File: src/common/pmx_pkg.sv
package pmx_pkg;
   // clock rates in kHz; the system clock is 100 MHz
   localparam int SYS_KHZ = 100000;
   localparam int MII_FAST_KHZ = 25000;
   localparam int MII_SLOW_KHZ = 2500;
   localparam int HALF_FAST = SYS_KHZ / (2 * MII_FAST_KHZ);
   localparam int HALF_SLOW = SYS_KHZ / (2 * MII_SLOW_KHZ);
   // isolation after reset, pair swap interval and settle time
   localparam int ISO_TIME_US = 10;
   localparam int ISO_CYCLES = ISO_TIME_US * SYS_KHZ / 1000;
   localparam int XOVER_SWAP_MS = 100;
   localparam int XOVER_SWAP_CYCLES = XOVER_SWAP_MS * SYS_KHZ;
   localparam int XOVER_SETTLE_US = 20;
   localparam int XOVER_SETTLE_CYCLES = XOVER_SETTLE_US * SYS_KHZ / 1000;
   // management register indices; byte address is four times the index
   localparam logic [4:0] REG_CTRL_IDX = 5'h00;
   localparam logic [4:0] REG_STAT_IDX = 5'h01;
   localparam logic [4:0] REG_CSTAT_IDX = 5'h11;
   localparam logic [4:0] REG_XCTL_IDX = 5'h13;
   // field positions
   localparam int CTRL_SPEED_BIT = 13;
   localparam int CTRL_AN_BIT = 12;
   localparam int CTRL_DUPLEX_BIT = 8;
   localparam int STAT_LINK_BIT = 2;
   localparam int XCTL_AUTO_BIT = 9;
   localparam int XCTL_MANUAL_BIT = 8;
   localparam logic [15:0] XCTL_WMASK = 16'h0300;
   // reset values
   localparam logic [15:0] CTRL_RESET = 16'h3000;
   localparam logic [15:0] XCTL_RESET = 16'h0200;
   // management frame
   localparam logic [1:0] MD_OP_RD = 2'h2;
   localparam logic [1:0] MD_OP_WR = 2'h1;
   localparam logic [4:0] MD_HDR_LAST = 5'h0b;
   localparam logic [4:0] MD_DATA_LAST = 5'h0f;
   typedef enum logic [2:0] {
      PMX_MD_IDLE = 3'h0,
      PMX_MD_START = 3'h1,
      PMX_MD_HDR = 3'h3,
      PMX_MD_TURN = 3'h2,
      PMX_MD_DATA = 3'h6
   } pmx_md_state_type;
   typedef struct packed {
      logic [3:0] data;
      logic dv;
      logic er;
   } pmx_rx_nib_type;
   typedef struct packed {
      logic [3:0] data;
      logic en;
   } pmx_tx_nib_type;
endpackage

File: src/hw/pmx_port.sv
// Notes on behaviour
// [RULE_01] with auto crossover on and no link, swap transmit and receive pairs
// [RULE_02] crossover can be turned off by its pin or register 19 bits 9:8
// [RULE_03] crossover runs apart from auto-negotiation and settles before it starts
// [RULE_04] frames cross the MAC side as four-bit nibbles, separate tx and rx paths
// [RULE_05] MAC side runs at 10 or 100 Mb/s as the mode selects
// [RULE_06] transmit path has no error input: nibble, enable and clock only
// [RULE_07] the port sources both transmit and receive clocks
// [RULE_08] half duplex: carrier sense while transmitting or receiving
// [RULE_09] half duplex: collision when receiving during a transmission
// [RULE_10] full duplex: carrier sense on receive only, collision held low
// [RULE_11] during power-on reset MII outputs and pair drivers are released
// [RULE_12] after the reset process MII and pair drivers are enabled again
// [RULE_13] management uses one two-way data line plus an input clock
// [RULE_14] every management transfer is timed by the management clock
// [RULE_15] management pins stay active in every MAC mode and rate
// [RULE_16] one consolidated status register gives key status in one read
// [RULE_17] MII clocks run at 25 MHz for 100 Mb/s, 2.5 MHz for 10 Mb/s
// [RULE_18] a strapped phy address of zero keeps MII outputs released
// [RULE_19] MAC changes tx signals after the tx clock rise; sampled on rising edge
// [RULE_20] while searching, alternate pair assignment after a fixed interval
//
// Decided for this implementation: the address map and strobed register access.
`timescale 1ns/100ps
module pmx_port
   import pmx_pkg::*;
#(
   parameter int XOVER_SWAP_CYC = XOVER_SWAP_CYCLES
)
(
   input wire logic sys_clk,
   input wire logic rst,
   input wire logic [7:0] reg_addr,
   input wire logic [15:0] reg_wdata,
   input wire logic reg_wr,
   input wire logic reg_rd,
   output logic [15:0] reg_rdata,
   input wire logic [3:0] mii_txd,
   input wire logic mii_tx_en,
   output logic mii_tx_clk,
   output logic mii_rx_clk,
   output pmx_rx_nib_type mii_rx,
   output logic mii_crs,
   output logic mii_col,
   output logic mii_oe,
   input wire logic mdc,
   input wire logic mdio_in,
   output logic mdio_out,
   output logic mdio_oe,
   input wire logic crossover_auto_enable_pin,
   input wire logic [4:0] strap_addr,
   input wire logic line_link_up,
   input wire logic line_rx_crs,
   input wire logic line_rx_strobe,
   input wire pmx_rx_nib_type line_rx,
   output logic line_tx_strobe,
   output pmx_tx_nib_type line_tx,
   output logic pair_tx_oe,
   output logic pair_mdix_sel,
   output logic autoneg_enable,
   output logic speed_100,
   output logic full_duplex
);
   localparam int SYNC_W = 14;
   localparam int ISO_W = $clog2(ISO_CYCLES + 1);
   localparam int SWAP_W = $clog2(XOVER_SWAP_CYC + 1);
   localparam int SET_W = $clog2(XOVER_SETTLE_CYCLES + 1);

   logic [SYNC_W-1:0] raw_in;
   logic [SYNC_W-1:0] s1_r;
   logic [SYNC_W-1:0] s2_r;
   logic [SYNC_W-1:0] clean_r;
   logic [SYNC_W-1:0] s3_r;
   logic mdc_s;
   logic mdio_s;
   logic xpin_s;
   logic link_s;
   logic txen_s;
   logic [3:0] txd_s;
   logic [4:0] strap_s;
   logic mdc_prev_r;
   logic mdc_rise;
   logic iso_r;
   logic [ISO_W-1:0] iso_cnt_r;
   logic [4:0] phy_addr_r;
   logic mii_live;
   logic [15:0] ctrl_r;
   logic [15:0] xctl_r;
   logic [4:0] div_cnt_r;
   logic [4:0] div_half;
   logic mii_clk_r;
   logic rise_en;
   logic fall_en;
   logic tx_active_r;
   pmx_rx_nib_type rx_pend_r;
   logic xover_auto;
   logic mdix_r;
   logic mdix_prev_r;
   logic [SWAP_W-1:0] swap_cnt_r;
   logic [SET_W-1:0] settle_cnt_r;
   logic [15:0] cstat;
   logic [4:0] bus_idx;
   logic bus_map;
   logic [4:0] md_idx;
   logic md_wr;
   logic [15:0] md_wdata;
   logic [15:0] md_rdata;

   // pin inputs pass three flops and a held fourth; a change counts once stages two and three agree
   assign raw_in = {strap_addr, mii_txd, mii_tx_en, line_link_up,
                    crossover_auto_enable_pin, mdio_in, mdc};
   generate
      for (genvar i = 0; i < SYNC_W; i++)
      begin : g_sync
         always_ff @(posedge sys_clk)
         begin
            if (rst)
            begin
               s1_r[i] <= 1'b0;
               s2_r[i] <= 1'b0;
               s3_r[i] <= 1'b0;
               clean_r[i] <= 1'b0;
            end
            else
            begin
               s1_r[i] <= raw_in[i];
               s2_r[i] <= s1_r[i];
               s3_r[i] <= s2_r[i];
               if (s2_r[i] == s3_r[i])
                  clean_r[i] <= s3_r[i];
            end
         end
      end
   endgenerate
   assign mdc_s = clean_r[0];
   assign mdio_s = clean_r[1];
   assign xpin_s = clean_r[2];
   assign link_s = clean_r[3];
   assign txen_s = clean_r[4];
   assign txd_s = clean_r[8:5];
   assign strap_s = clean_r[13:9];

   // management clock edges found in the system domain
   always_ff @(posedge sys_clk)
   begin
      if (rst)
         mdc_prev_r <= 1'b0;
      else
         mdc_prev_r <= mdc_s;
   end
   assign mdc_rise = mdc_s & ~mdc_prev_r;

   // reset process: hold isolation, then catch the address strap once
   // [RULE_11] isolate during reset
   // [RULE_12] re-enable after count
   always_ff @(posedge sys_clk)
   begin
      if (rst)
      begin
         iso_r <= 1'b1;
         iso_cnt_r <= '0;
         phy_addr_r <= 5'h00;
      end
      else if (iso_r)
      begin
         iso_cnt_r <= iso_cnt_r + ISO_W'(1);
         if (iso_cnt_r == ISO_W'(ISO_CYCLES - 1))
         begin
            iso_r <= 1'b0;
            phy_addr_r <= strap_s;
         end
      end
   end
   // [RULE_18] address zero keeps MII off
   assign mii_live = ~iso_r & (phy_addr_r != 5'h00);
   assign mii_oe = mii_live;
   assign pair_tx_oe = ~iso_r;

   // mode bits come straight from the control register
   // [RULE_05] rate from mode
   assign speed_100 = ctrl_r[CTRL_SPEED_BIT];
   assign full_duplex = ctrl_r[CTRL_DUPLEX_BIT];

   // one divider feeds both MII clocks, so tx and rx are always in phase
   // [RULE_17] 25 or 2.5 MHz
   assign div_half = speed_100 ? 5'(HALF_FAST - 1) : 5'(HALF_SLOW - 1);
   assign rise_en = (div_cnt_r >= div_half) & ~mii_clk_r;
   assign fall_en = (div_cnt_r >= div_half) & mii_clk_r;
   always_ff @(posedge sys_clk)
   begin
      if (rst)
      begin
         div_cnt_r <= 5'h00;
         mii_clk_r <= 1'b0;
      end
      else if (div_cnt_r >= div_half)
      begin
         div_cnt_r <= 5'h00;
         mii_clk_r <= ~mii_clk_r;
      end
      else
         div_cnt_r <= div_cnt_r + 5'h01;
   end
   // [RULE_07] port drives both clocks
   assign mii_tx_clk = mii_clk_r;
   assign mii_rx_clk = mii_clk_r;

   // transmit nibble taken at our own clock rise; the MAC moved after the last one
   // [RULE_19] sample at rising edge
   // [RULE_06] no error input taken
   always_ff @(posedge sys_clk)
   begin
      line_tx_strobe <= 1'b0;
      if (rst)
      begin
         line_tx <= '0;
         tx_active_r <= 1'b0;
      end
      else if (!mii_live)
         tx_active_r <= 1'b0;
      else if (rise_en)
      begin
         // [RULE_04] nibble toward line
         line_tx <= '{data: txd_s, en: txen_s};
         line_tx_strobe <= 1'b1;
         tx_active_r <= txen_s;
      end
   end

   // receive nibble parked until the falling clock edge so the MAC sees it settled
   // [RULE_04] nibble toward MAC
   always_ff @(posedge sys_clk)
   begin
      if (rst)
      begin
         rx_pend_r <= '0;
         mii_rx <= '0;
      end
      else
      begin
         if (line_rx_strobe)
            rx_pend_r <= line_rx;
         if (!mii_live)
            mii_rx <= '0;
         else if (fall_en)
            mii_rx <= rx_pend_r;
      end
   end

   // carrier sense and collision by duplex mode
   always_ff @(posedge sys_clk)
   begin
      if (rst)
      begin
         mii_crs <= 1'b0;
         mii_col <= 1'b0;
      end
      else if (full_duplex)
      begin
         // [RULE_10] receive only, no collision
         mii_crs <= line_rx_crs;
         mii_col <= 1'b0;
      end
      else
      begin
         // [RULE_08] tx or rx activity
         mii_crs <= line_rx_crs | tx_active_r;
         // [RULE_09] rx during tx
         mii_col <= line_rx_crs & tx_active_r;
      end
   end

   // crossover search; the pin and the register bit must both allow it
   // [RULE_02] pin or register disable
   assign xover_auto = xpin_s & xctl_r[XCTL_AUTO_BIT];
   // [RULE_01] swap pairs without link
   // [RULE_20] fixed swap interval
   always_ff @(posedge sys_clk)
   begin
      if (rst)
      begin
         mdix_r <= 1'b0;
         swap_cnt_r <= '0;
      end
      else if (!xover_auto)
      begin
         mdix_r <= xctl_r[XCTL_MANUAL_BIT];
         swap_cnt_r <= '0;
      end
      else if (link_s)
         swap_cnt_r <= '0;
      else if (swap_cnt_r == SWAP_W'(XOVER_SWAP_CYC - 1))
      begin
         mdix_r <= ~mdix_r;
         swap_cnt_r <= '0;
      end
      else
         swap_cnt_r <= swap_cnt_r + SWAP_W'(1);
   end
   assign pair_mdix_sel = mdix_r;

   // negotiation waits until a pair choice has stood for the settle time
   // [RULE_03] selection before negotiation
   always_ff @(posedge sys_clk)
   begin
      if (rst)
      begin
         mdix_prev_r <= 1'b0;
         settle_cnt_r <= '0;
      end
      else
      begin
         mdix_prev_r <= mdix_r;
         if (mdix_r != mdix_prev_r)
            settle_cnt_r <= '0;
         else if (settle_cnt_r != SET_W'(XOVER_SETTLE_CYCLES))
            settle_cnt_r <= settle_cnt_r + SET_W'(1);
      end
   end
   assign autoneg_enable = ctrl_r[CTRL_AN_BIT] & ~iso_r & (mdix_r == mdix_prev_r)
                           & (settle_cnt_r == SET_W'(XOVER_SETTLE_CYCLES));

   // [RULE_16] one-read status word
   assign cstat = {8'h00, xover_auto, mii_col, mii_crs, autoneg_enable, mdix_r,
                   full_duplex, speed_100, link_s};

   function automatic logic [15:0] reg_value(input logic [4:0] idx);
      logic [15:0] v;
      v = 16'h0000;
      case (idx)
         REG_CTRL_IDX: v = ctrl_r;
         REG_STAT_IDX: v[STAT_LINK_BIT] = link_s;
         REG_CSTAT_IDX: v = cstat;
         REG_XCTL_IDX: v = xctl_r;
         default: v = 16'h0000;
      endcase
      return v;
   endfunction

   // plain register port: word aligned, upper half unmapped and reads zero
   assign bus_idx = reg_addr[6:2];
   assign bus_map = (reg_addr[1:0] == 2'h0) & ~reg_addr[7];
   always_comb md_rdata = reg_value(md_idx);
   always_ff @(posedge sys_clk)
   begin
      if (rst)
         reg_rdata <= 16'h0000;
      else if (reg_rd && bus_map)
         reg_rdata <= reg_value(bus_idx);
      else
         reg_rdata <= 16'h0000;
   end

   // writes from management frames first, so the plain port wins a same-cycle clash
   always_ff @(posedge sys_clk)
   begin
      if (rst)
      begin
         ctrl_r <= CTRL_RESET;
         xctl_r <= XCTL_RESET;
      end
      else
      begin
         if (md_wr && md_idx == REG_CTRL_IDX)
            ctrl_r <= md_wdata;
         if (md_wr && md_idx == REG_XCTL_IDX)
            xctl_r <= md_wdata & XCTL_WMASK;
         if (reg_wr && bus_map && bus_idx == REG_CTRL_IDX)
            ctrl_r <= reg_wdata;
         if (reg_wr && bus_map && bus_idx == REG_XCTL_IDX)
            xctl_r <= reg_wdata & XCTL_WMASK;
      end
   end

   // management port is never gated by isolation or MAC mode
   // [RULE_15] always active
   pmx_mdio_slave u_mdio (
      .sys_clk(sys_clk),
      .rst(rst),
      .mdc_rise(mdc_rise),
      .mdio_in(mdio_s),
      .phy_addr(phy_addr_r),
      .reg_rdata(md_rdata),
      .reg_idx(md_idx),
      .reg_wr(md_wr),
      .reg_wdata(md_wdata),
      .mdio_out(mdio_out),
      .mdio_oe(mdio_oe)
   );

   // checks on the port behaviour
   iso_hold_a: assert property (@(posedge sys_clk) disable iff (rst) // [RULE_11]
      $fell(rst) |-> (!pair_tx_oe && !mii_oe) [*8])
      else $error("drivers enabled during reset process");
   iso_release_a: assert property (@(posedge sys_clk) disable iff (rst) // [RULE_12]
      $fell(iso_r) |-> pair_tx_oe && (mii_oe == (phy_addr_r != 5'h00)))
      else $error("drivers not enabled after reset process");
   addr_zero_a: assert property (@(posedge sys_clk) disable iff (rst) // [RULE_18]
      (phy_addr_r == 5'h00) |-> !mii_oe && (mii_rx == '0))
      else $error("MII driven with address zero");
   full_col_a: assert property (@(posedge sys_clk) disable iff (rst) // [RULE_10]
      full_duplex |=> !mii_col && (mii_crs == $past(line_rx_crs)))
      else $error("full duplex carrier or collision wrong");
   half_crs_a: assert property (@(posedge sys_clk) disable iff (rst) // [RULE_08]
      !full_duplex && tx_active_r |=> mii_crs)
      else $error("no carrier while transmitting");
   half_col_a: assert property (@(posedge sys_clk) disable iff (rst) // [RULE_09]
      !full_duplex && tx_active_r && line_rx_crs |=> mii_col)
      else $error("collision missed");
   fast_clk_a: assert property (@(posedge sys_clk) disable iff (rst) // [RULE_17]
      $rose(mii_tx_clk) && speed_100 |-> ##4 ($rose(mii_tx_clk) || !speed_100))
      else $error("fast clock period wrong");
   slow_clk_a: assert property (@(posedge sys_clk) disable iff (rst) // [RULE_17]
      $rose(mii_tx_clk) && !speed_100 |-> ##40 ($rose(mii_tx_clk) || speed_100))
      else $error("slow clock period wrong");
   link_hold_a: assert property (@(posedge sys_clk) disable iff (rst) // [RULE_01]
      link_s && xover_auto && $past(xover_auto) |=> $stable(mdix_r))
      else $error("pairs swapped with link up");
   an_wait_a: assert property (@(posedge sys_clk) disable iff (rst) // [RULE_03]
      $changed(mdix_r) |-> !autoneg_enable ##1 !autoneg_enable)
      else $error("negotiation during pair change");
   tx_sample_a: assert property (@(posedge sys_clk) disable iff (rst) // [RULE_19]
      rise_en && mii_live |=> line_tx_strobe && line_tx.en == $past(txen_s))
      else $error("transmit nibble not taken at clock rise");
   cstat_read_a: assert property (@(posedge sys_clk) disable iff (rst) // [RULE_16]
      reg_rd && bus_map && bus_idx == REG_CSTAT_IDX |=> reg_rdata == $past(cstat))
      else $error("consolidated status read wrong");
   swap_c: cover property (@(posedge sys_clk) disable iff (rst) $changed(mdix_r));
   col_c: cover property (@(posedge sys_clk) disable iff (rst) $rose(mii_col));
   md_wr_c: cover property (@(posedge sys_clk) disable iff (rst) md_wr);
   md_rd_c: cover property (@(posedge sys_clk) disable iff (rst) $fell(mdio_oe));
endmodule // pmx_port

File: src/hw/pmx_mdio_slave.sv
`timescale 1ns/100ps
module pmx_mdio_slave
   import pmx_pkg::*;
(
   input wire logic sys_clk,
   input wire logic rst,
   input wire logic mdc_rise,
   input wire logic mdio_in,
   input wire logic [4:0] phy_addr,
   input wire logic [15:0] reg_rdata,
   output logic [4:0] reg_idx,
   output logic reg_wr,
   output logic [15:0] reg_wdata,
   output logic mdio_out,
   output logic mdio_oe
);
   pmx_md_state_type state_r;
   logic [4:0] cnt_r;
   logic [11:0] hdr_r;
   logic [11:0] hdr_nxt;
   logic [15:0] shift_r;
   logic rd_r;
   logic wr_r;

   assign hdr_nxt = {hdr_r[10:0], mdio_in};

   // [RULE_13] frame decoding
   // every step below moves only on a rising edge of the management clock
   // [RULE_14] clocked by mdc
   always_ff @(posedge sys_clk)
   begin
      reg_wr <= 1'b0;
      if (rst)
      begin
         state_r <= PMX_MD_IDLE;
         cnt_r <= 5'h00;
         hdr_r <= 12'h000;
         shift_r <= 16'h0000;
         rd_r <= 1'b0;
         wr_r <= 1'b0;
         reg_idx <= 5'h00;
         reg_wdata <= 16'h0000;
         mdio_out <= 1'b0;
         mdio_oe <= 1'b0;
      end
      else if (mdc_rise)
      begin
         case (state_r)
            PMX_MD_IDLE:
            begin
               // preamble ones are skipped; the first zero opens a frame
               if (!mdio_in)
                  state_r <= PMX_MD_START;
            end
            PMX_MD_START:
            begin
               cnt_r <= 5'h00;
               state_r <= mdio_in ? PMX_MD_HDR : PMX_MD_IDLE;
            end
            PMX_MD_HDR:
            begin
               hdr_r <= hdr_nxt;
               cnt_r <= cnt_r + 5'h01;
               if (cnt_r == MD_HDR_LAST)
               begin
                  // op, phy address and register index are complete
                  rd_r <= (hdr_nxt[11:10] == MD_OP_RD) && (hdr_nxt[9:5] == phy_addr);
                  wr_r <= (hdr_nxt[11:10] == MD_OP_WR) && (hdr_nxt[9:5] == phy_addr);
                  reg_idx <= hdr_nxt[4:0];
                  cnt_r <= 5'h00;
                  state_r <= PMX_MD_TURN;
               end
            end
            PMX_MD_TURN:
            begin
               cnt_r <= cnt_r + 5'h01;
               if (cnt_r == 5'h00)
               begin
                  // second turnaround bit: drive zero and latch read data
                  shift_r <= reg_rdata;
                  mdio_oe <= rd_r;
                  mdio_out <= 1'b0;
               end
               else
               begin
                  cnt_r <= 5'h00;
                  state_r <= PMX_MD_DATA;
                  if (rd_r)
                  begin
                     mdio_out <= shift_r[15];
                     shift_r <= {shift_r[14:0], 1'b0};
                  end
               end
            end
            PMX_MD_DATA:
            begin
               cnt_r <= cnt_r + 5'h01;
               if (rd_r)
               begin
                  mdio_out <= shift_r[15];
                  shift_r <= {shift_r[14:0], 1'b0};
               end
               else
                  shift_r <= {shift_r[14:0], mdio_in};
               if (cnt_r == MD_DATA_LAST)
               begin
                  mdio_oe <= 1'b0;
                  mdio_out <= 1'b0;
                  reg_wr <= wr_r;
                  reg_wdata <= {shift_r[14:0], mdio_in};
                  state_r <= PMX_MD_IDLE;
               end
            end
            default:
               state_r <= PMX_MD_IDLE;
         endcase
      end
   end
endmodule // pmx_mdio_slave

File: config.mk
export PLATFORM = sky130hd
export DESIGN_NAME = pmx_port
export DESIGN_NICKNAME = d
export VERILOG_FILES = /design/src/common/pmx_pkg.sv /design/src/hw/pmx_port.sv /design/src/hw/pmx_mdio_slave.sv
export SDC_FILE = /design/constraint.sdc
export NUM_CORES = 1
export LEC_CHECK = 0
export BUFFER_PORTS_ARGS = -buffer_cell sky130_fd_sc_hd__buf_2
export CORE_UTILIZATION = 40
export CTS_BUF_LIST = sky130_fd_sc_hd__clkbuf_16
export DETAILED_ROUTE_END_ITERATION = 10
export PLACE_DENSITY_LB_ADDON = 0.25
export SYNTH_ARGS = -nofsm -noshare
export SYNTH_HDL_FRONTEND = slang
export SYNTH_HIERARCHICAL = 1
export SYNTH_SLANG_ARGS = --single-unit
export TNS_END_PERCENT = 100
File: constraint.sdc
create_clock -name sys_clk -period 2.35 [get_ports sys_clk]
set_input_delay 0.47 -clock sys_clk [delete_from_list [all_inputs] [get_ports sys_clk]]
set_output_delay 0.47 -clock sys_clk [all_outputs]
set_load 0.005 [all_outputs]
==> flow_metrics.tcl, run 1 <==
set metrics [dict create \
    status "finished clean" \
    ant_nets 0 \
    first_iter_violations 445 \
    drc 0 \
    diodes 0 \
    final_hold_viol_count 0 \
    synth_cell_type_count 69 \
    dpl-instance-area_um2 10100 \
    grt_pass1_vias 6799 \
    cts.clk_slew.worst_paths_ps 60 \
    crit_fanout 5 \
    start_kind "register" \
    ir_drop_mv 0.527 \
    start_util_pct 41.1 \
    vias_per_cell 5.12 \
    grt.overflow.total 0 \
    mostFrequentLayoutCells "229 x dfxtp_1, 117 x nor2_1, 113 x nand2_1, 88 x buf_2, 68 x nand3_1" \
    dpl.cell_count 1415 \
    rsz0062_at_grt "true" \
    syn_inst 1046 \
    wl_per_cell_um 14.4 \
    hp-class "in -> reg" \
    ios 90 \
    cts_tree "done" \
    ctsHoldBuffers 0 \
    layout-drive-gt1-share_pct 15.4 \
    ys_top_cells_by_area "dfxtp_1 50%, nor2_1 4.7%, nand2_1 4.5%" \
    clock_latency_ps 520 \
    place_congestion 0.796 \
    min_period_ps 2300 \
    ys_warn_count 6 \
    maxSlewHeadroom_pct 39.6 \
    total_power_mw 8.09 \
    synth_top_area_share_pct 49.6 \
    grt_usage_pct 17.5 \
    drt-total-wl_um 21000 \
    yosys_register_bits 232 \
    synth_edf_count 0 \
    synth_area_leader_cell "dfxtp_1" \
    syn-cell-area_um2 9370 \
    synth-seq-area-share_pct 49.6 \
    rows 55 \
    layout_commonest_cell "dfxtp_1" \
    fin_area_um2 10900 \
    fp.coreArea_um2 22800 \
    synthesis.nets 1106 \
    syn_avg_cell_area_um2 8.96 \
    fp.dieH_um 155 \
    arrival_ps 1830 \
    grt_max_degree 91 \
    worstPathRequired_ps 1880 \
    numCtsBuffers 25 \
    drv_cap 0 \
    power.density_nw_per_um2 742 \
    area_delta_synth_final_pct 16.5 \
    finalMaxSlewViolations 0 \
    ys.flop_type "dfxtp_1" \
    max_freq_mhz 434 \
    instances_no_fill 1459 \
    cts_buffer_depth 3 \
    hpwlAfterDp_um 14000 \
    tightest_slew_ps 905 \
    die-area_um2 24000 \
    clock_sinks 232 \
    cp_slowest_cell "or4b_4" \
    period_share_pct 98.1 \
    grt_pass1_wl_um 34600 \
    die_w_um 155 \
    critPathKind "reg -> out" \
    htreeDepth 1 \
    antenna_found_initial 0 \
    nets 1190 \
    cts_root_buf "clkbuf_16" \
    crit_chain "or4b_4 -> nor3_4 -> and3_4 -> buf_2" \
    vias 7466 \
    leakage_nw 4.11 \
    port_buffers 89 \
    finalSetupViolCount 0 \
    drtPass1Iterations 5 \
    cp_slowest_stage_delay_ps 520 \
    async_flop_share_pct 0 \
    skew_ps 6.87 \
    endpoint_kind "output port" \
]
[kinds of logic after synthesis]
| family | share of synthesized area, % |
|---|---|
| AND/OR/NAND/NOR | 25.2 |
| flip-flops | 49.6 |
| AO/OA/AOI/OAI | 12.5 |
| buffers and inverters | 3.75 |
| multiplexers | 4.18 |
| XOR/XNOR | 3.46 |
| adder cells (fa/ha/maj) | 1.34 |
[layout make-up]
type	instances	area, um^2
sequential	232	4650
inverter	19	71.3
tap	313	392
clock buffer	25	626
timing repair buffer	118	666
multi-input combinational	734	4400
fill	2159	11900
clock inverter	18	116
[path summary, 6_finish.rpt]
| kind | from | slack [ps] | endpoint | depth (start not counted) |
|---|---|---|---|---|
| min reg2reg | s1_r[13]$_SDFF_PP0_ | 430 | s2_r[13]$_SDFF_PP0_ | 1 |
| min | strap_addr[0] | 150 | s1_r[9]$_SDFF_PP0_ | 2 |
| max reg2reg | ctrl_r[13]$_SDFFE_PP1P_ | 360 | line_tx_strobe$_SDFF_PP0_ | 5 |
| max | settle_cnt_r[3]$_SDFFE_PP0P_ | 50 | autoneg_enable | 4 |
[where the power goes]
group,internal [mW],switching [mW]
Clock,2.04,1.55
Sequential,4.01,0.0467
Combinational,0.174,0.277
Total,6.22,1.88
[cell usage after synthesis, types with 2 or more instances]
master and instances:
nand4_1 11, nand3_1 68, o21bai_1 2, dfxtp_1 232, and4_1 2, buf_1 3
nor4b_1 2, nor2_1 117, o21ai_0 37, buf_4 7, and3b_1 2, a22o_1 8
or4b_2 3, a32oi_1 2, and2_1 10, a31oi_1 3, mux2i_1 38, nor3_2 2
nand2b_1 2, nor4_1 6, or4_2 2, a311oi_1 30, nor2b_1 50, a21oi_1 65
xor2_1 20, inv_1 18, buf_2 13, a21boi_0 7, nor3_1 23, or4_1 4
or3b_2 2, nand3b_1 2, nand4b_1 5, ha_1 10, xnor2_1 17, o31ai_1 2
o211ai_1 3, a22oi_1 8, and3_1 16, clkbuf_1 36, a211oi_1 3, or3_1 13
nor4bb_1 2, nand2_1 113
[routing by layer]
layer | global-route usage [%] | share of wire (%) | routed length [um] | vias up
li1 | - | - | - | 3830
met1 | 24.1 | 49 | 10300 | 3434
met2 | 27.5 | 44 | 9230 | 168
met3 | 3.20 | 4.9 | 1030 | 34
met4 | 5.94 | 2.3 | 481 | 0
met5 | 0 | 0 | 0 | -
[worst max-delay path, delay by kind of cell, from the launching register on]
family | cells | cell delay (ps)
AND/OR/NAND/NOR | 3 | 870
buffers and inverters | 1 | 110
flip-flops | 1 | 340
[flip-flops by register name (all words and copies together), names as in the netlist, 6 cells and up]
signal / cells
swap_cnt_r: 24
ctrl_r: 16
reg_rdata: 16
u_mdio/reg_wdata: 16
u_mdio/shift_r: 16
s1_r: 14
s2_r: 14
s3_r: 14
settle_cnt_r: 11
u_mdio/hdr_r: 11
iso_cnt_r: 10
clean_r: 9
mii_rx: 6
rx_pend_r: 6
[per-stage QoR]
step / utilization, % / worst slack, ps / hold WS, ps / setup TNS [ps]
after CTS: 47.9 / 24.0 / 133 / 0
after detailed placement: 44.5 / 193 / 421 / 0
after floorplan: - / 266 / 414 / 0
after global routing: 47.9 / -11.7 / 145 / -11.7
final: 47.9 / 45.2 / 155 / 0
after global placement: 44.5 / 245 / 415 / 0
[repair_timing]
| item | CTS | global route |
|---|---|---|
| setup buffers | 1 | 0 |
| cloned | 0 | 0 |
| pin swaps | 1 | 0 |
| endpoints found under the setup margin | 1 | 1 |
| resized for setup | 4 | 2 |
Note: power is estimated with default switching activity, not from simulation.
==> run 2, diff against run 1 <==
--- a/config.mk
+++ b/config.mk
@@ -7,9 +7,11 @@
 export LEC_CHECK = 0
 export BUFFER_PORTS_ARGS = -buffer_cell sky130_fd_sc_hd__buf_2
 export CORE_UTILIZATION = 40
-export CTS_BUF_LIST = sky130_fd_sc_hd__clkbuf_16
+export CTS_BUF_LIST = sky130_fd_sc_hd__clkbuf_4
 export DETAILED_ROUTE_END_ITERATION = 10
+export GPL_TIMING_DRIVEN = 0
 export PLACE_DENSITY_LB_ADDON = 0.25
+export SETUP_SLACK_MARGIN = 0.3
 export SYNTH_ARGS = -nofsm -noshare
 export SYNTH_HDL_FRONTEND = slang
 export SYNTH_HIERARCHICAL = 1
==> run 2 against run 1 <==
Compared with the run above: the flow now finishes with violations (setup timing); maximum frequency decreased by 6.6%; largest power group unchanged; sequential share of layout area decreased by 1.6 points; worst hold slack got worse by 100 ps; clock power decreased by 5%; via count increased by 8.3%; worst setup slack got worse by 160 ps; final area increased by 4.5%; non-clock buffer count increased by 59; register-to-register slack about the same; critical endpoint unchanged.
==> flow_metrics.tcl, run 2 (synthesized netlist as in run 1, its figures left out) <==
set metrics [dict create \
    status "finished with violations" \
    violations "setup timing" \
    grt_pass1_vias 7462 \
    largest_reg_flops 24 \
    regMostFlops "swap_cnt_r" \
    start_kind "register" \
    ir_drop_mv 0.450 \
    tightest_slew_ps 984 \
    total_power_mw 8.03 \
    power.density_nw_per_um2 704 \
    htreeDepth 2 \
    cts_buffer_depth 3 \
    area_delta_synth_final_pct 21.7 \
    vias 8082 \
    cp-startpoint "settle_cnt_r[3]$_SDFFE_PP0P_" \
    die-area_um2 24000 \
    fin_ws_ps -118 \
    worstPathRequired_ps 1880 \
    antenna_found_initial 1 \
    fp.dieH_um 155 \
    period_share_pct 105 \
    met2_usage_pct 29.7 \
    place_congestion 0.802 \
    swShare_pct 24.7 \
    dpl.cell_count 1445 \
    first_iter_violations 540 \
    ant_nets 0 \
    grt_pass1_wl_um 37000 \
    fp.coreArea_um2 22800 \
    hpwlAfterDp_um 16000 \
    worstReg2RegEnd "u_mdio/shift_r[4]$_SDFFE_PP0P_" \
    cts.clk_slew.worst_paths_ps 70 \
    instances_no_fill 1581 \
    vias_per_cell 5.11 \
    cts_root_buf "clkbuf_4" \
    grt.overflow.total 0 \
    finalMaxSlewViolations 0 \
    clock_sinks 232 \
    timing.rr.start "settle_cnt_r[3]$_SDFFE_PP0P_" \
    grtUsageMet3_pct 4.29 \
    layout_commonest_cell "dfxtp_1" \
    hold_ws_ps 55.2 \
    grt_max_degree 18 \
    finalSetupViolCount 1 \
    rsz0062_at_grt "true" \
    busiest_layer "met2" \
    final_hold_viol_count 0 \
    p_sw_mw 1.99 \
    pre_cts_ws_ps -24.2 \
    min_period_ps 2470 \
    crit_fanout 2 \
    layout-drive-gt1-share_pct 20.6 \
    r2r_cells 8 \
    hp-class "in -> reg" \
    dpl-instance-area_um2 10200 \
    arrival_ps 2000 \
    fin_area_um2 11400 \
    port_buffers 86 \
    nets 1284 \
    die_w_um 155 \
    drtPass1Iterations 5 \
    worstSetupEndpoint "autoneg_enable" \
    cts_tree "done" \
    grt.met1_usage_pct 25.7 \
    critPathKind "reg -> out" \
    endpoint_kind "output port" \
    leakage_nw 4.36 \
    p_int_mw 6.05 \
    wl_per_cell_um 14.6 \
    drc 0 \
    drt-total-wl_um 23100 \
    max_freq_mhz 405 \
    p_comb_share_pct 7.0 \
    maxSlewHeadroom_pct 33.8 \
    grt_usage_pct 19.0 \
    drv_cap 0 \
    clock_latency_ps 690 \
    regToRegSetupSlack_ps 350 \
    mostFrequentLayoutCells "216 x dfxtp_1, 116 x nor2_1, 113 x nand2_1, 94 x buf_2, 89 x clkbuf_4" \
    p_seq_share_pct 50.5 \
    start_util_pct 41.1 \
    ios 90 \
    clkPwrFrac_pct 42.6 \
    rows 55 \
    numCtsBuffers 60 \
    skew_ps 33.5 \
    fillers 2242 \
]
[run 2: cell types whose count changed in the layout (fill, tap and decap cells not counted), sizes merged]
cell,before,now
clkbuf,25,122
dlygate4sd3,0,20
clkinv,10,17
inv,23,18
buf,118,122
clkinvlp,3,0
diode,0,2
[run 2: power groups by stage]
stage	Sequential, mW	Clock [mW]	Combinational (mW)
5_1_grt	4.06	3.78	0.618
2_1_floorplan	4.13	0	0.292
4_1_cts	4.05	3.51	0.507
3_3_place_gp	4.14	0	0.457
6_report	4.05	3.42	0.560
3_5_place_dp	4.15	0	0.455
[run 2: what timing repair did]
action / 4_1_cts / 5_1_grt
pin swaps: 3 / 6
hold buffers: 20 / 0
setup buffers: 5 / 5
setup endpoints to repair: 52 / 51
gates resized for setup: 26 / 34
endpoints found under the hold margin: 20 / 0
[run 2: worst min path at each step]
stage / to / from / slack (ps) / cells after the start
6_report: ctrl_r[12]$_SDFFE_PP1P_ / reg_wdata[12] / 60 / 3
5_1_grt: mii_crs$_SDFF_PP0_ / line_rx_crs / 4 / 3
4_1_cts: mii_crs$_SDFF_PP0_ / line_rx_crs / 6 / 3
3_5_place_dp: s2_r[0]$_SDFF_PP0_ / s1_r[0]$_SDFF_PP0_ / 420 / 1
3_3_place_gp: s2_r[11]$_SDFF_PP0_ / s1_r[11]$_SDFF_PP0_ / 420 / 1
2_1_floorplan: s2_r[0]$_SDFF_PP0_ / s1_r[0]$_SDFF_PP0_ / 410 / 1
[run 2: routing by layer]
metal	vias up	part of all wire (%)
met3	42	5.9
met2	228	44
met4	0	2.1
li1	4052	-
met1	3760	47
met5	-	0
[run 2: stage by stage]
stage          utilization [%]  TNS [ps]
2_1_floorplan                -         0
3_3_place_gp              44.8     -18.3
3_5_place_dp              44.8     -24.2
4_1_cts                   49.5      -165
5_1_grt                   50.1      -180
6_report                  50.1      -118
[run 2: final cells by class]
type                       instances  area, um^2  share of cell area [%]
multi-input combinational        734        4470                    39.2
antenna                            2        5.00                  0.0439
clock inverter                    17         103                   0.900
timing repair buffer             116         712                    6.24
clock buffer                      87         653                    5.73
tap                              313         392                    3.43
buffer                            61         320                    2.81
inverter                          19        71.3                   0.625
sequential                       232        4670                    41.0
[run 2: worst max-delay path, cell delays in order (launching register included)]
cell and delay [ps]:
dfxtp_2 320, or4b_4 550, nor3_4 150, and3_4 230, buf_6 90
==> run 3, diff against run 2 <==
--- a/config.mk
+++ b/config.mk
@@ -5,6 +5,7 @@
 export SDC_FILE = /design/constraint.sdc
 export NUM_CORES = 1
 export LEC_CHECK = 0
+export ABC_AREA = 1
 export BUFFER_PORTS_ARGS = -buffer_cell sky130_fd_sc_hd__buf_2
 export CORE_UTILIZATION = 40
 export CTS_BUF_LIST = sky130_fd_sc_hd__clkbuf_4
==> run 3 against run 2 <==
Compared with the run above: the flow now finishes without violations; total power decreased by 0.41%; worst setup slack improved by 240 ps; clock skew increased by 4.3 ps; wire length increased by 8.7%; final area increased by 5.9%; global-route usage increased by 0.76 points; synthesized area increased by 6.2%; critical endpoint unchanged.
==> flow_metrics.tcl, run 3 <==
set metrics [dict create \
    fin_ws_ps 119 \
    p_int_mw 6.04 \
    syn_avg_cell_area_um2 7.36 \
    yosys_register_bits 232 \
    die-area_um2 25500 \
    crit_chain "inv_4 -> ha_4 -> nand2_2 -> nor2_2 -> nand3_2 -> inv_2 -> nand2_4 -> inv_2 -> buf_2" \
    cts_tree "done" \
    grt_pass1_wl_um 41300 \
    layout-drive-gt1-share_pct 20.2 \
    grt_usage_pct 19.8 \
    synth-seq-area-share_pct 46.7 \
    start_kind "register" \
    die_w_um 160 \
    cp_slowest_stage_delay_ps 350 \
    place_congestion 0.866 \
    grt_pass1_vias 8654 \
    ir_drop_mv 0.434 \
    grt.met1_usage_pct 24.7 \
    crit_fanout 2 \
    setup_tns_ps 0 \
    status "finished clean" \
    power.density_nw_per_um2 663 \
    ant_nets 0 \
    vias 9130 \
    ys_warn_count 6 \
    worstPathRequired_ps 1880 \
    syn_inst 1351 \
    grt_max_degree 17 \
    met2_usage_pct 33.0 \
    port_buffers 89 \
    regToRegSetupSlack_ps 210 \
    period_share_pct 94.9 \
    drtPass1Iterations 6 \
    p_sw_mw 1.96 \
    numCtsBuffers 61 \
    nets 1607 \
    tightest_slew_ps 655 \
    r2r_cells 17 \
    clock_latency_ps 700 \
    synth_common_cells "252 x nor2_1, 232 x dfxtp_1, 219 x nand2_1" \
    busiest_layer "met2" \
    fp.dieH_um 160 \
    instances_no_fill 1911 \
    critPathMostFrequentCell "inv_2" \
    cp_slowest_cell "dfxtp_4" \
    synth_cell_type_count 45 \
    finalMaxSlewViolations 0 \
    vias_per_cell 4.78 \
    cts_buffer_depth 3 \
    max_freq_mhz 448 \
    clkPwrFrac_pct 43.0 \
    synth_area_leader_cell "dfxtp_1" \
    grt.overflow.total 0 \
    largest_reg_flops 24 \
    p_comb_share_pct 6.4 \
    synthesis.nets 1411 \
    hp-class "in -> reg" \
    ys.flop_type "dfxtp_1" \
    antenna_found_initial 1 \
    cts.clk_slew.worst_paths_ps 60 \
    start_util_pct 40.8 \
    htreeDepth 2 \
    arrival_ps 1760 \
    maxSlewHeadroom_pct 56.3 \
    critPathKind "reg -> out" \
    final_hold_viol_count 0 \
    mostFrequentLayoutCells "250 x nor2_1, 223 x dfxtp_1, 216 x nand2_1, 170 x inv_1, 97 x buf_2" \
    hold_depth 3 \
    ios 90 \
    synth_top_area_share_pct 46.7 \
    wl_per_cell_um 13.1 \
    finalSetupViolCount 0 \
    endpoint_kind "output port" \
    regMostFlops "swap_cnt_r" \
    ys_top_cells_by_area "dfxtp_1 47%, nor2_1 9.5%, nand2_1 8.3%" \
    drt-total-wl_um 25100 \
    fp.coreArea_um2 24400 \
    hpwlAfterDp_um 17600 \
    layout_commonest_cell "nor2_1" \
    grtUsageMet3_pct 4.78 \
    drv_cap 0 \
    syn-cell-area_um2 9950 \
    first_iter_violations 534 \
    leakage_nw 5.28 \
    async_flop_share_pct 0 \
    cts_root_buf "clkbuf_4" \
    yosys.cell_count.top_type "nor2_1" \
    pre_cts_ws_ps 338 \
    p_seq_share_pct 50.7 \
    area_delta_synth_final_pct 21.3 \
    clock_sinks 232 \
    swShare_pct 24.5 \
    total_power_mw 8.00 \
    skew_ps 37.8 \
    min_period_ps 2230 \
    rsz0062_at_grt "true" \
    synth_edf_count 0 \
    dpl.cell_count 1764 \
    rows 57 \
    drc 0 \
]
run 3: changes by cell type after synthesis, moves of 16 or more:
cell      change
clkbuf_1     -27
inv_1       +160
and3_1       -16
a311oi_1     -30
nand2_1     +106
o22ai_1      +17
o21ai_0      +45
nor2b_1      -50
mux2i_1      -38
nor2_1      +135
o21ai_1      +20
run 3: metal layers:
layer / wire length, um / vias to the layer above / share of wire (%)
met1: 11300 / 4093 / 45
li1: - / 4737 / -
met2: 11600 / 247 / 46
met3: 1620 / 53 / 6.4
met5: 0 / - / 0
met4: 550 / 0 / 2.2
run 3: layout make-up:
| cell class | count | area, um^2 |
|---|---|---|
| Inverter | 193 | 734 |
| Tap cell | 324 | 405 |
| Clock buffer | 90 | 676 |
| Clock inverter | 12 | 75.1 |
| Timing Repair Buffer | 133 | 877 |
| Buffer | 38 | 221 |
| Antenna cell | 1 | 2.50 |
| Multi-Input combinational cell | 888 | 4420 |
| Sequential cell | 232 | 4660 |
| Fill cell | 2513 | 12300 |
run 3: worst max-delay path, delay by kind of cell, from the launching register on:
kind	cells	cell delay, ps
and+or+nand+nor	4	300
adders and majority gates	1	120
DFF	1	350
buffers and inverters	4	300
run 3: timing repair:
action | CTS | global route
cloned | 0 | 0
endpoints found under the hold margin | 23 | 0
buffers inserted | 15 | 6
pin swaps | 3 | 10
gates resized for setup | 19 | 31
setup endpoints to repair | 2 | 19
hold buffers | 23 | 0
run 3: cell families (layout without fill, tap and decap cells):
logic type               after synthesis  after routing  synth area share, %
AND/OR/NAND/NOR                      643            643                 28.9
adder cells (fa/ha/maj)               10             10                 1.26
flip-flops                           232            232                 46.7
XOR/XNOR                              17             17                 1.50
other                                  0              1                    0
AO/OA/AOI/OAI                        218            218                 12.1
buffers and inverters                231            466                 9.56
run 3: final timing paths:
kind                                      from                      endpoint
setup / recovery  settle_cnt_r[0]$_SDFFE_PP0P_                autoneg_enable
hold / removal                    reg_wdata[2]        ctrl_r[2]$_SDFFE_PP0P_
setup reg to reg  settle_cnt_r[0]$_SDFFE_PP0P_  settle_cnt_r[0]$_SDFFE_PP0P_
hold reg to reg             s1_r[2]$_SDFF_PP0_            s2_r[2]$_SDFF_PP0_
run 3: power by group through the flow:
| stage | Sequential [mW] | Clock (mW) | Combinational, mW |
|---|---|---|---|
| floorplan | 4.13 | 0 | 0.312 |
| global placement | 4.14 | 0 | 0.453 |
| detailed placement | 4.14 | 0 | 0.465 |
| CTS | 4.05 | 3.55 | 0.509 |
| global route | 4.06 | 3.78 | 0.569 |
| finish | 4.05 | 3.44 | 0.509 |
run 3: metrics by stage:
step                cell area (um^2)  util (%)  hold slack [ps]
floorplan                       9950         -              388
global placement               10800      44.3              389
detailed placement             10800      44.3              393
CTS                            11900      48.9             17.8
global route                   12100      49.5             16.1
finish                         12100      49.5             66.7
